$ cat src/pkg/fcb_pkg.sv
// constants and types of the channel b equalizer coefficient bank
package fcb_pkg;

	// ------------------------------------------------
	// register port geometry
	// ------------------------------------------------
	localparam int FCB_ADDR_W = 15;
	localparam int FCB_DATA_W = 8;
	localparam logic [14:0] FCB_BYTE_STEP = 15'h0001;

	// ------------------------------------------------
	// register byte addresses, low byte of each register
	// ------------------------------------------------
	localparam logic [14:0] FCB_ADDR_TAP3 = 15'h044C;
	localparam logic [14:0] FCB_ADDR_TAP4 = 15'h044E;
	localparam logic [14:0] FCB_ADDR_CENTRE = 15'h0450;
	localparam logic [14:0] FCB_ADDR_TAP6 = 15'h0453;
	localparam logic [14:0] FCB_ADDR_TAP7 = 15'h0455;
	localparam logic [14:0] FCB_ADDR_TAP8 = 15'h0457;

	// ------------------------------------------------
	// field positions and widths
	// ------------------------------------------------
	localparam int FCB_TAP_MSB = 11;
	localparam int FCB_TAP_W = 12;
	localparam int FCB_RSV16_LSB = 12;
	localparam int FCB_CENTRE_MSB = 17;
	localparam int FCB_CENTRE_W = 18;
	localparam int FCB_RSV24_LSB = 18;
	localparam int FCB_NUM_TAPS = 9;
	localparam int FCB_CENTRE_TAP = 5;

	// ------------------------------------------------
	// reset values
	// ------------------------------------------------
	localparam logic [15:0] FCB_RST_REG16 = 16'h0000;
	localparam logic [23:0] FCB_RST_REG24 = 24'h00_0000;
	localparam logic [7:0] FCB_RST_BYTE = 8'h00;

	// ------------------------------------------------
	// types
	// ------------------------------------------------
	typedef struct packed {
		logic [15:0] tap3;
		logic [15:0] tap4;
		logic [23:0] centre;
		logic [15:0] tap6;
		logic [15:0] tap7;
		logic [15:0] tap8;
	} fcb_regs_t;

	typedef struct packed {
		logic signed [11:0] tap3;
		logic signed [11:0] tap4;
		logic signed [17:0] centre;
		logic signed [11:0] tap6;
		logic signed [11:0] tap7;
		logic signed [11:0] tap8;
	} fcb_coef_t;

	typedef struct packed {
		fcb_regs_t regs;
		logic [7:0] rdata;
		logic rvalid;
	} fcb_state_t;

	typedef struct packed {
		fcb_coef_t coef;
		logic active;
	} fcb_apply_state_t;

endpackage

$ cat src/verilog/fcb_coef_apply.sv
// coefficient hand-over from register bank to the sample-rate filter
`timescale 1ns/100ps
module fcb_coef_apply (
	input wire logic i_clk,
	input wire logic i_sys_rst,
	input wire fcb_pkg::fcb_coef_t i_coef,
	input wire logic i_dual_mode,
	input wire logic i_sample_en,
	output fcb_pkg::fcb_coef_t o_coef,
	output logic o_active
);

	fcb_pkg::fcb_apply_state_t st_reg;
	fcb_pkg::fcb_apply_state_t st_next;

	// ------------------------------------------------
	// next state
	// ------------------------------------------------
	always_comb begin
		st_next = st_reg;
		if (!i_dual_mode) begin
			// outside dual mode the bank drives no taps
			st_next.coef = '0;
			st_next.active = 1'b0;
		end else if (i_sample_en) begin
			// whole set taken at a sample boundary
			st_next.coef = i_coef;
			st_next.active = 1'b1;
		end
		if (i_sys_rst) begin
			st_next = '0;
		end
	end

	always_ff @(posedge i_clk) begin
		st_reg <= st_next;
	end

	assign o_coef = st_reg.coef;
	assign o_active = st_reg.active;

endmodule

$ cat src/verilog/fcb_bank.sv
// channel b equalizer coefficient bank, taps three to eight
`timescale 1ns/100ps
// How it works
// - side taps: signed 12-bit value in 11:0
// - bits 15:12 stored, read back, never filtered
// - centre register 24 bits, 18-bit coefficient
// - nine taps, fifth is the wide centre
// - lowest register tap three, 0x44E tap four
// - registers after centre feed taps six-eight
// - register after tap three feeds tap four
// - coefficients applied only in dual mode
// - tap four 0x44E, centre 0x450, reset zero
// - taps six-eight at 0x453/0x455/0x457, reset zero
// - tap three at 0x44C, reset zero
module fcb_bank (
	input wire logic i_clk,
	input wire logic i_sys_rst,
	input wire logic [14:0] i_reg_addr,
	input wire logic [7:0] i_reg_wdata,
	input wire logic i_reg_wr,
	input wire logic i_reg_rd,
	input wire logic i_dual_mode,
	input wire logic i_sample_en,
	output logic [7:0] o_reg_rdata,
	output logic o_reg_rvalid,
	output fcb_pkg::fcb_coef_t o_coef,
	output logic o_coef_active
);

	// ------------------------------------------------
	// byte addresses of the upper bytes
	// ------------------------------------------------
	localparam logic [14:0] A_T3_HI = fcb_pkg::FCB_ADDR_TAP3 + fcb_pkg::FCB_BYTE_STEP;
	localparam logic [14:0] A_T4_HI = fcb_pkg::FCB_ADDR_TAP4 + fcb_pkg::FCB_BYTE_STEP;
	localparam logic [14:0] A_C_MID = fcb_pkg::FCB_ADDR_CENTRE + fcb_pkg::FCB_BYTE_STEP;
	localparam logic [14:0] A_C_HI = A_C_MID + fcb_pkg::FCB_BYTE_STEP;
	localparam logic [14:0] A_T6_HI = fcb_pkg::FCB_ADDR_TAP6 + fcb_pkg::FCB_BYTE_STEP;
	localparam logic [14:0] A_T7_HI = fcb_pkg::FCB_ADDR_TAP7 + fcb_pkg::FCB_BYTE_STEP;
	localparam logic [14:0] A_T8_HI = fcb_pkg::FCB_ADDR_TAP8 + fcb_pkg::FCB_BYTE_STEP;

	fcb_pkg::fcb_state_t st_reg;
	fcb_pkg::fcb_state_t st_next;
	fcb_pkg::fcb_coef_t coef_live;
	logic [7:0] rd_byte;
	logic rd_hit;

	// ------------------------------------------------
	// read data select
	// ------------------------------------------------
	always_comb begin
		rd_byte = fcb_pkg::FCB_RST_BYTE;
		rd_hit = 1'b1;
		case (i_reg_addr)
			fcb_pkg::FCB_ADDR_TAP3: begin
				rd_byte = st_reg.regs.tap3[7:0];
			end
			A_T3_HI: begin
				rd_byte = st_reg.regs.tap3[15:8];
			end
			fcb_pkg::FCB_ADDR_TAP4: begin
				rd_byte = st_reg.regs.tap4[7:0];
			end
			A_T4_HI: begin
				rd_byte = st_reg.regs.tap4[15:8];
			end
			fcb_pkg::FCB_ADDR_CENTRE: begin
				rd_byte = st_reg.regs.centre[7:0];
			end
			A_C_MID: begin
				rd_byte = st_reg.regs.centre[15:8];
			end
			A_C_HI: begin
				rd_byte = st_reg.regs.centre[23:16];
			end
			fcb_pkg::FCB_ADDR_TAP6: begin
				rd_byte = st_reg.regs.tap6[7:0];
			end
			A_T6_HI: begin
				rd_byte = st_reg.regs.tap6[15:8];
			end
			fcb_pkg::FCB_ADDR_TAP7: begin
				rd_byte = st_reg.regs.tap7[7:0];
			end
			A_T7_HI: begin
				rd_byte = st_reg.regs.tap7[15:8];
			end
			fcb_pkg::FCB_ADDR_TAP8: begin
				rd_byte = st_reg.regs.tap8[7:0];
			end
			A_T8_HI: begin
				rd_byte = st_reg.regs.tap8[15:8];
			end
			default: begin
				rd_hit = 1'b0;
			end
		endcase
	end

	// ------------------------------------------------
	// next state: byte writes and read capture
	// ------------------------------------------------
	always_comb begin
		st_next = st_reg;
		st_next.rvalid = 1'b0;
		if (i_reg_rd) begin
			st_next.rvalid = 1'b1;
			st_next.rdata = rd_byte;
		end
		if (i_reg_wr) begin
			// each byte lands in its own register only
			case (i_reg_addr)
				fcb_pkg::FCB_ADDR_TAP3: begin
					st_next.regs.tap3[7:0] = i_reg_wdata;
				end
				A_T3_HI: begin
					st_next.regs.tap3[15:8] = i_reg_wdata;
				end
				fcb_pkg::FCB_ADDR_TAP4: begin
					st_next.regs.tap4[7:0] = i_reg_wdata;
				end
				A_T4_HI: begin
					st_next.regs.tap4[15:8] = i_reg_wdata;
				end
				fcb_pkg::FCB_ADDR_CENTRE: begin
					st_next.regs.centre[7:0] = i_reg_wdata;
				end
				A_C_MID: begin
					st_next.regs.centre[15:8] = i_reg_wdata;
				end
				A_C_HI: begin
					st_next.regs.centre[23:16] = i_reg_wdata;
				end
				fcb_pkg::FCB_ADDR_TAP6: begin
					st_next.regs.tap6[7:0] = i_reg_wdata;
				end
				A_T6_HI: begin
					st_next.regs.tap6[15:8] = i_reg_wdata;
				end
				fcb_pkg::FCB_ADDR_TAP7: begin
					st_next.regs.tap7[7:0] = i_reg_wdata;
				end
				A_T7_HI: begin
					st_next.regs.tap7[15:8] = i_reg_wdata;
				end
				fcb_pkg::FCB_ADDR_TAP8: begin
					st_next.regs.tap8[7:0] = i_reg_wdata;
				end
				A_T8_HI: begin
					st_next.regs.tap8[15:8] = i_reg_wdata;
				end
				default: begin
					st_next.regs = st_reg.regs;
				end
			endcase
		end
		if (i_sys_rst) begin
			// all registers clear to zero
			st_next.regs.tap3 = fcb_pkg::FCB_RST_REG16;
			st_next.regs.tap4 = fcb_pkg::FCB_RST_REG16;
			st_next.regs.centre = fcb_pkg::FCB_RST_REG24;
			st_next.regs.tap6 = fcb_pkg::FCB_RST_REG16;
			st_next.regs.tap7 = fcb_pkg::FCB_RST_REG16;
			st_next.regs.tap8 = fcb_pkg::FCB_RST_REG16;
			st_next.rdata = fcb_pkg::FCB_RST_BYTE;
			st_next.rvalid = 1'b0;
		end
	end

	always_ff @(posedge i_clk) begin
		st_reg <= st_next;
	end

	// ------------------------------------------------
	// coefficient fields, reserved bits dropped
	// ------------------------------------------------
	always_comb begin
		// ascending addresses map to taps three, four, six-eight
		coef_live.tap3 = st_reg.regs.tap3[fcb_pkg::FCB_TAP_MSB:0];
		coef_live.tap4 = st_reg.regs.tap4[fcb_pkg::FCB_TAP_MSB:0];
		// fifth of nine taps carries the wide field
		coef_live.centre = st_reg.regs.centre[fcb_pkg::FCB_CENTRE_MSB:0];
		coef_live.tap6 = st_reg.regs.tap6[fcb_pkg::FCB_TAP_MSB:0];
		coef_live.tap7 = st_reg.regs.tap7[fcb_pkg::FCB_TAP_MSB:0];
		coef_live.tap8 = st_reg.regs.tap8[fcb_pkg::FCB_TAP_MSB:0];
	end

	// ------------------------------------------------
	// hand-over to the filter datapath
	// ------------------------------------------------
	fcb_coef_apply u_apply (
		.i_clk(i_clk),
		.i_sys_rst(i_sys_rst),
		.i_coef(coef_live),
		.i_dual_mode(i_dual_mode),
		.i_sample_en(i_sample_en),
		.o_coef(o_coef),
		.o_active(o_coef_active)
	);

	assign o_reg_rdata = st_reg.rdata;
	assign o_reg_rvalid = st_reg.rvalid;

	// ------------------------------------------------
	// checks
	// ------------------------------------------------
	chk_tap3_low_write: assert property (
		@(posedge i_clk) disable iff (i_sys_rst)
		(i_reg_wr && i_reg_addr == 15'h044C)
		|=> st_reg.regs.tap3[7:0] == $past(i_reg_wdata))
		else $error("tap three low byte not written");

	chk_tap4_field_path: assert property (
		@(posedge i_clk) disable iff (i_sys_rst)
		(i_reg_wr && i_reg_addr == 15'h044E) ##1 (i_sample_en && i_dual_mode)
		|=> o_coef.tap4[7:0] == $past(i_reg_wdata, 2))
		else $error("tap four write did not reach filter");

	chk_centre_top_byte: assert property (
		@(posedge i_clk) disable iff (i_sys_rst)
		(i_reg_wr && i_reg_addr == 15'h0452)
		|=> st_reg.regs.centre[23:16] == $past(i_reg_wdata))
		else $error("centre top byte not written");

	chk_tap7_readback: assert property (
		@(posedge i_clk) disable iff (i_sys_rst)
		(i_reg_rd && i_reg_addr == 15'h0455)
		|=> o_reg_rvalid && o_reg_rdata == $past(st_reg.regs.tap7[7:0]))
		else $error("tap seven readback wrong");

	chk_unmapped_zero: assert property (
		@(posedge i_clk) disable iff (i_sys_rst)
		(i_reg_rd && !rd_hit)
		|=> o_reg_rvalid && o_reg_rdata == fcb_pkg::FCB_RST_BYTE)
		else $error("unmapped read not zero");

	chk_reset_clears: assert property (
		@(posedge i_clk)
		$past(i_sys_rst) |-> (st_reg.regs == '0 && o_coef == '0 && !o_reg_rvalid))
		else $error("bank not zero after reset");

	chk_mode_gate: assert property (
		@(posedge i_clk) disable iff (i_sys_rst)
		!i_dual_mode |=> (o_coef == '0 && !o_coef_active))
		else $error("coefficients applied outside dual mode");

	chk_centre_apply: assert property (
		@(posedge i_clk) disable iff (i_sys_rst)
		(i_sample_en && i_dual_mode)
		|=> o_coef.centre == $past(st_reg.regs.centre[17:0]) && o_coef_active)
		else $error("centre tap not applied at sample");

	chk_hold_between: assert property (
		@(posedge i_clk) disable iff (i_sys_rst)
		(!i_sample_en && i_dual_mode && $past(i_dual_mode)) |=> $stable(o_coef))
		else $error("coefficients changed between samples");

	chk_reserved_quiet: assert property (
		@(posedge i_clk) disable iff (i_sys_rst)
		(i_reg_wr && i_reg_addr == 15'h0458 && i_dual_mode) ##1 (i_sample_en && i_dual_mode)
		|=> o_coef.tap8 == $past(st_reg.regs.tap8[11:0]))
		else $error("reserved bits reached the filter");

	chk_tap6_low_write: assert property (
		@(posedge i_clk) disable iff (i_sys_rst)
		(i_reg_wr && i_reg_addr == fcb_pkg::FCB_ADDR_TAP6)
		|=> st_reg.regs.tap6[7:0] == $past(i_reg_wdata))
		else $error("tap six low byte not written");

	chk_tap8_reserved_write: assert property (
		@(posedge i_clk) disable iff (i_sys_rst)
		(i_reg_wr && i_reg_addr == A_T8_HI)
		|=> st_reg.regs.tap8[15:12] == $past(i_reg_wdata[7:4]))
		else $error("tap eight reserved bits not stored");

	chk_centre_mid_write: assert property (
		@(posedge i_clk) disable iff (i_sys_rst)
		(i_reg_wr && i_reg_addr == A_C_MID)
		|=> st_reg.regs.centre[15:8] == $past(i_reg_wdata))
		else $error("centre middle byte not written");

	chk_tap3_apply: assert property (
		@(posedge i_clk) disable iff (i_sys_rst)
		(i_sample_en && i_dual_mode)
		|=> o_coef.tap3 == $past(st_reg.regs.tap3[11:0]))
		else $error("tap three not applied at sample");

	chk_tap4_apply: assert property (
		@(posedge i_clk) disable iff (i_sys_rst)
		(i_sample_en && i_dual_mode)
		|=> o_coef.tap4 == $past(st_reg.regs.tap4[11:0]))
		else $error("tap four not applied at sample");

	chk_tap8_apply: assert property (
		@(posedge i_clk) disable iff (i_sys_rst)
		(i_sample_en && i_dual_mode)
		|=> o_coef.tap8 == $past(st_reg.regs.tap8[11:0]))
		else $error("tap eight not applied at sample");

	chk_write_isolated: assert property (
		@(posedge i_clk) disable iff (i_sys_rst)
		(i_reg_wr && i_reg_addr == fcb_pkg::FCB_ADDR_TAP3)
		|=> st_reg.regs.tap4 == $past(st_reg.regs.tap4))
		else $error("write to tap three disturbed tap four");

endmodule

$ cat config.mk
export PLATFORM = sky130hd
export DESIGN_NAME = fcb_bank
export DESIGN_NICKNAME = d
export VERILOG_FILES = /design/src/pkg/fcb_pkg.sv /design/src/verilog/fcb_coef_apply.sv /design/src/verilog/fcb_bank.sv
export SDC_FILE = /design/constraint.sdc
export NUM_CORES = 1
export LEC_CHECK = 0
export BUFFER_PORTS_ARGS = -buffer_cell sky130_fd_sc_hd__buf_2
export CAP_MARGIN = 20
export CORE_ASPECT_RATIO = 0.5
export CORE_UTILIZATION = 57
export DETAILED_ROUTE_END_ITERATION = 7
export PLACE_DENSITY = 0.88
export SKIP_CTS_REPAIR_TIMING = 1
export SYNTH_ARGS = -nofsm -noshare
export SYNTH_HDL_FRONTEND = slang
export SYNTH_SLANG_ARGS = --single-unit
$ cat constraint.sdc
create_clock -name i_clk -period 2.4 [get_ports i_clk]
set_clock_uncertainty 0.1 [all_clocks]
set_input_delay 0.12 -clock i_clk [delete_from_list [all_inputs] [get_ports i_clk]]
set_output_delay 0.12 -clock i_clk [all_outputs]
set_load 0.005 [all_outputs]
* Word level (Yosys, flattened, before mapping)
Index checks and enable logic that the tools add are counted.
** Word-level totals
- Register bits after elaboration :: 192
- Logic and storage cells :: 52
** Operators by class
- Equal/unequal tests :: 13
- Muxes and demuxes :: 2
- Bitwise operators :: 1
- Reductions and logical operators :: 14
** Operators by type and width (number)
- $eq 15x11->1 const B :: 13
- $pmux 8 s13 :: 1
- $reduce_and 2->1 :: 13
- $reduce_or 2->1 :: 1
- $mux 1 :: 1
- $not 1->1 :: 1

* Logic depth before layout (Yosys ltp)
- Depth in word-level cells :: 2
- Gate-level depth with buffers :: 8
- Gate-level depth less buffers :: 5

* Cells and area by module
Synthesis repeated with hierarchy kept, for this count alone.
** Second synthesis, totals
- Cells, all modules :: 858
- Area, all modules :: 8054.0 sq um
** Modules (own cells, without submodules)
- fcb_bank :: times used 1, cells an instance 602, area each 5262.5 sq um, sequential area each 2262.2 sq um
- fcb_coef_apply :: times used 1, cells an instance 256, area each 2791.4 sq um, sequential area each 1581.5 sq um

* Least setup slack after synthesis
No wires, ideal clock.
- Kind :: input to register
- From :: in i_reg_addr[5]
- To :: reg st_reg (netlist bit coef_live[73])
- Library setup time :: 128 ps
- Arrival time :: 1623 ps
- Data required time :: 2172 ps
- Path slack :: 550 ps
- Stages on the path :: 7
- Path buffers :: 2
- Cells stage by stage :: nor3b_1 and4_1 buf_4 buf_4 nand3_4 mux2i_1 nor2_1
** Between the ends
- Word-level cells in the longest chain between the ends :: 2
** RTL lines
- start, declared :: RTL line fcb_bank.sv:18 : input wire logic [14:0] i_reg_addr,
- $eq 15x11->1 :: RTL line fcb_bank.sv:111 : case (i_reg_addr)
- $reduce_and 2->1 (no source line)
- end signal, assigned :: RTL line fcb_bank.sv:170 : st_reg <= st_next;
- end, declared :: RTL line fcb_bank.sv:41 : fcb_pkg::fcb_state_t st_reg;
Every way passes these cells.
A chain may end at the register's enable or synchronous reset.

* Final worst setup path
- From :: in i_reg_addr[1]
- To :: reg st_reg (netlist bit o_reg_rdata[2])
** Between the ends
- Word-level cells in the longest chain between the ends :: 2
- Elaborated cells on any way between the ends :: 14
- Those cells by class :: eq/ne: 13; mux: 1
** RTL lines
- $eq 15x11->1 :: RTL line fcb_bank.sv:53 : case (i_reg_addr)
- $pmux 8 s13 (*) :: RTL line fcb_bank.sv:53
Mark *: on every way between the ends. The rest lies on a longest branch, timed or not.

==> summary.md <==
| Metric | Value |
|---|---|
| Antenna violation net count after detailed routing | `0` |
| Max Root-Sink Buffers | `2` |
| Post-synth top area cell | `dfxtp_1` |
| Initial antenna violation count | `0` |
| Largest family of logic cells by synthesized area | `simple AND/OR/NAND/NOR gates` |
| Max Freq | `497.2 MHz` |
| Area growth from synthesis to layout | `16.22%` |
| Via density per instance | `6.060` |
| Unrepaired setup endpoints after global routing | `false` |
| Final period demand of the worst path | `2.011 ns` |
| P per Cell Area | `672.4 nW/um2` |
| Starting density of the core | `0.5890` |
| Status | `finished clean` |
| Yosys cell types | `55` |
| Post-synth EDFFs | `0` |
| Post-synthesis mux area share | `0.1698` |
| # DRC | `0` |
| Fillers | `1,070` |
| Critical Path RT | `2.59 ns` |
| Hpwl dp | `16,050 um` |
| Avg Inst Size Synth | `9.135 um2` |
| CTS tree | `built` |
| Post-Synth Simple-Gate Area | `0.1981` |
| Drt wl/cell | `20.34 um` |
| Total Wirelength | `23,900 um` |
| GPL Wtd Cong | `0.9430` |
| Max-Cap Viols | `0` |
| Setup CP Type | `primary input to flip-flop` |
| Post-Syn Nets | `910` |
| Clock transition at path regs | `0.07 ns` |
| Core Footprint | `13,660 um2` |
| Die width | `170.0 um` |
| Synth Area in XOR/XNOR | `0` |
| Root Buffer | `clkbuf_16` |
| Yosys reg bits | `192` |
| Fin. Hold Viols | `0` |
| CP Max Fanout | `14` |
| Critical path startpoint category | `primary input` |
| Die area | `14,630 um2` |
| DR vias | `7,120` |
| Sequential share of the synthesized area | `0.4776` |
| Drt first pass iters | `7` |
| Layout Nets | `999` |
| Leading register cell type out of synthesis | `dfxtp_1` |
| First-pass GRT wire length | `36,400 um` |
| M1 GR Usage | `0.4731` |
| Met2 usage | `0.4937` |
| Final period utilization | `0.8379` |
| CP peak stage delay | `0.77 ns` |
| Diodes inserted | `0` |
| Top delay family on crit path | `compound AO/OA/AOI/OAI gates` |
| Vias in the first global route | `6,472` |
| Most used cell, CP | `buf_4` |
| Maximum vdd drop | `0.4566 mV` |
| Total negative slack | `0 ns` |
| Busiest grt layer | `met2` |
| Reg2reg start | `coef_live[56]` |
| Max-slew violation count | `0` |
| CP cell instances | `buf_2, buf_4, nor2b_1, buf_4, nand2_1, o21ai_0, a2111oi_0, a31oi_1` |
| Largest cells by area after synthesis | `dfxtp_1 (48%), mux2i_1 (15%), nand2_1 (6.4%)` |
| Gr ovfl total | `0` |
| Max_slew headroom | `0.4792` |
| Total GRT Usage | `0.3322` |
| Std cell rows | `30` |
| Mapped Area | `8048 um2` |
| H-tree depth | `4` |
| DIE HEIGHT | `86.02 um` |
| Hold_sp | `i_reg_rd` |
| Number of buffers created by CTS | `17` |
| Worst slew pin tran | `0.7615 ns` |
| Fin Hold WS | `0.01891 ns` |
| Crit path arrival time | `2.20 ns` |
| Clock latency on the worst-skew pair | `0.43 ns` |
| Met3 track demand over resource | `0.07707` |
| Largest net degree at the start of global routing | `80` |
| Layout cell share with drive strength beyond 1 | `0.2146` |
| Crit end category | `flip-flop` |
| Crit path max-delay cell type | `a2111oi_0` |
| IO buf count | `116` |
| I/O Pins | `117` |
| Synth Area in Compound Gates | `0.1098` |
| Post-synthesis adder-cell area fraction | `0` |
| Hold WC Path Type | `primary input to flip-flop` |
| Pleak | `3.948 nW` |
| DRT iter0 DRCs | `930` |
| Top cell type's share of synthesized area | `0.4776` |
| Clock sink count | `192` |
| Setup crit start | `i_reg_addr[1]` |
| Worst path bufs/invs | `3` |
| Final setup viols | `0` |
| Synth Instances | `881` |
| Total number of yosys warnings | `0` |
| Fraction of registers with async set/reset | `0` |
[kinds of logic after synthesis]
family | after synthesis
mux | 134
flops | 192
simple gates | 344
compound gates | 135
buf+inv | 76
[placed cells by master (no fill, tap or decap), types with 3 or more instances in the layout]
cell type	Yosys	routed
inv_8	0	4
nor4_4	3	3
buf_12	0	4
and3_1	11	11
o21ai_0	8	8
buf_2	9	114
nor3_1	3	3
a22o_1	7	7
nand3_2	3	3
a32oi_1	4	4
clkbuf_1	45	3
mux2_2	10	10
o2bb2ai_1	5	5
nor3b_1	3	3
nor2b_1	5	5
a21oi_1	64	64
nand3_1	15	15
a31oi_1	6	6
nand2_1	138	138
dfxtp_1	192	192
a21oi_2	8	8
buf_4	13	27
nor2_1	132	132
clkbuf_16	0	17
clkinvlp_4	0	3
mux2i_1	123	123
nand4_1	5	5
a221oi_1	5	5
a22oi_1	13	13
[power breakdown]
part | total (mW) | switching (mW) | leakage, nW | internal [mW]
combinational | 0.326 | 0.229 | 2.13 | 0.0969
sequential | 3.19 | 0.000584 | 1.55 | 3.18
clock | 2.78 | 1.31 | 0.268 | 1.46
total | 6.29 | 1.54 | 3.95 | 4.75
[synth_stat cells, types with 3 or more instances]
master and number:
nor2_1 132, nor4_4 3, nor3b_1 3, a22o_1 7
a32oi_1 4, nand4_1 5, clkbuf_1 45, mux2i_1 123
nand3_2 3, buf_2 9, dfxtp_1 192, buf_4 13
a221oi_1 5, a31oi_1 6, mux2_2 10, nand2_1 138
nor2b_1 5, nor3_1 3, buf_1 6, a22oi_1 13
a21oi_1 64, nand3_1 15, o21ai_0 8, and3_1 11
o2bb2ai_1 5, a21oi_2 8
[routing by layer]
layer  routed length, um  vias to the layer above
li1                    -                     3234
met1               10490                     3399
met2               10340                      403
met3                2444                       84
met4                 621                        0
met5                   0                        -
[cell type report]
cell class,count,area (um2),share of cell area
sequential,192,3844,0.4110
multi-input combinational,613,3846,0.4112
timing repair buffer,145,853.3,0.09124
clock buffer,20,436.7,0.04669
inverter,1,3.754,0.0004013
tap,192,240.2,0.02569
clock inverter,12,128.9,0.01378
[path summary, 6_finish.rpt]
kind	endpoint	slack, ns	depth (start not counted)
hold / removal	o_reg_rdata[0]	0.02	3
setup / recovery	o_reg_rdata[2]	0.39	8
setup reg to reg	o_reg_rdata[2]	0.40	4
hold reg to reg	st_reg[75]	0.36	2
[per-stage QoR]
step / cells / instance area, um2 / total power, mW / utilization / setup slack, ns
after floorplan: 881 / 8048 / 3.451 / - / 0.5498
after global placement: 1143 / 8787 / 3.569 / 0.6431 / 0.02519
after detailed placement: 1143 / 8787 / 3.573 / 0.6431 / 0.03447
after CTS: 1175 / 9353 / 6.273 / 0.6845 / 0.4096
after global routing: 1175 / 9353 / 6.426 / 0.6845 / 0.2847
final: 1175 / 9353 / 6.289 / 0.6845 / 0.3889
[worst min-delay path, cell delays in order]
cell and delay, ns:
buf_2 0.17, o21ai_0 0.17, a21oi_1 0.04
Note: power is estimated with default switching activity, not from simulation.
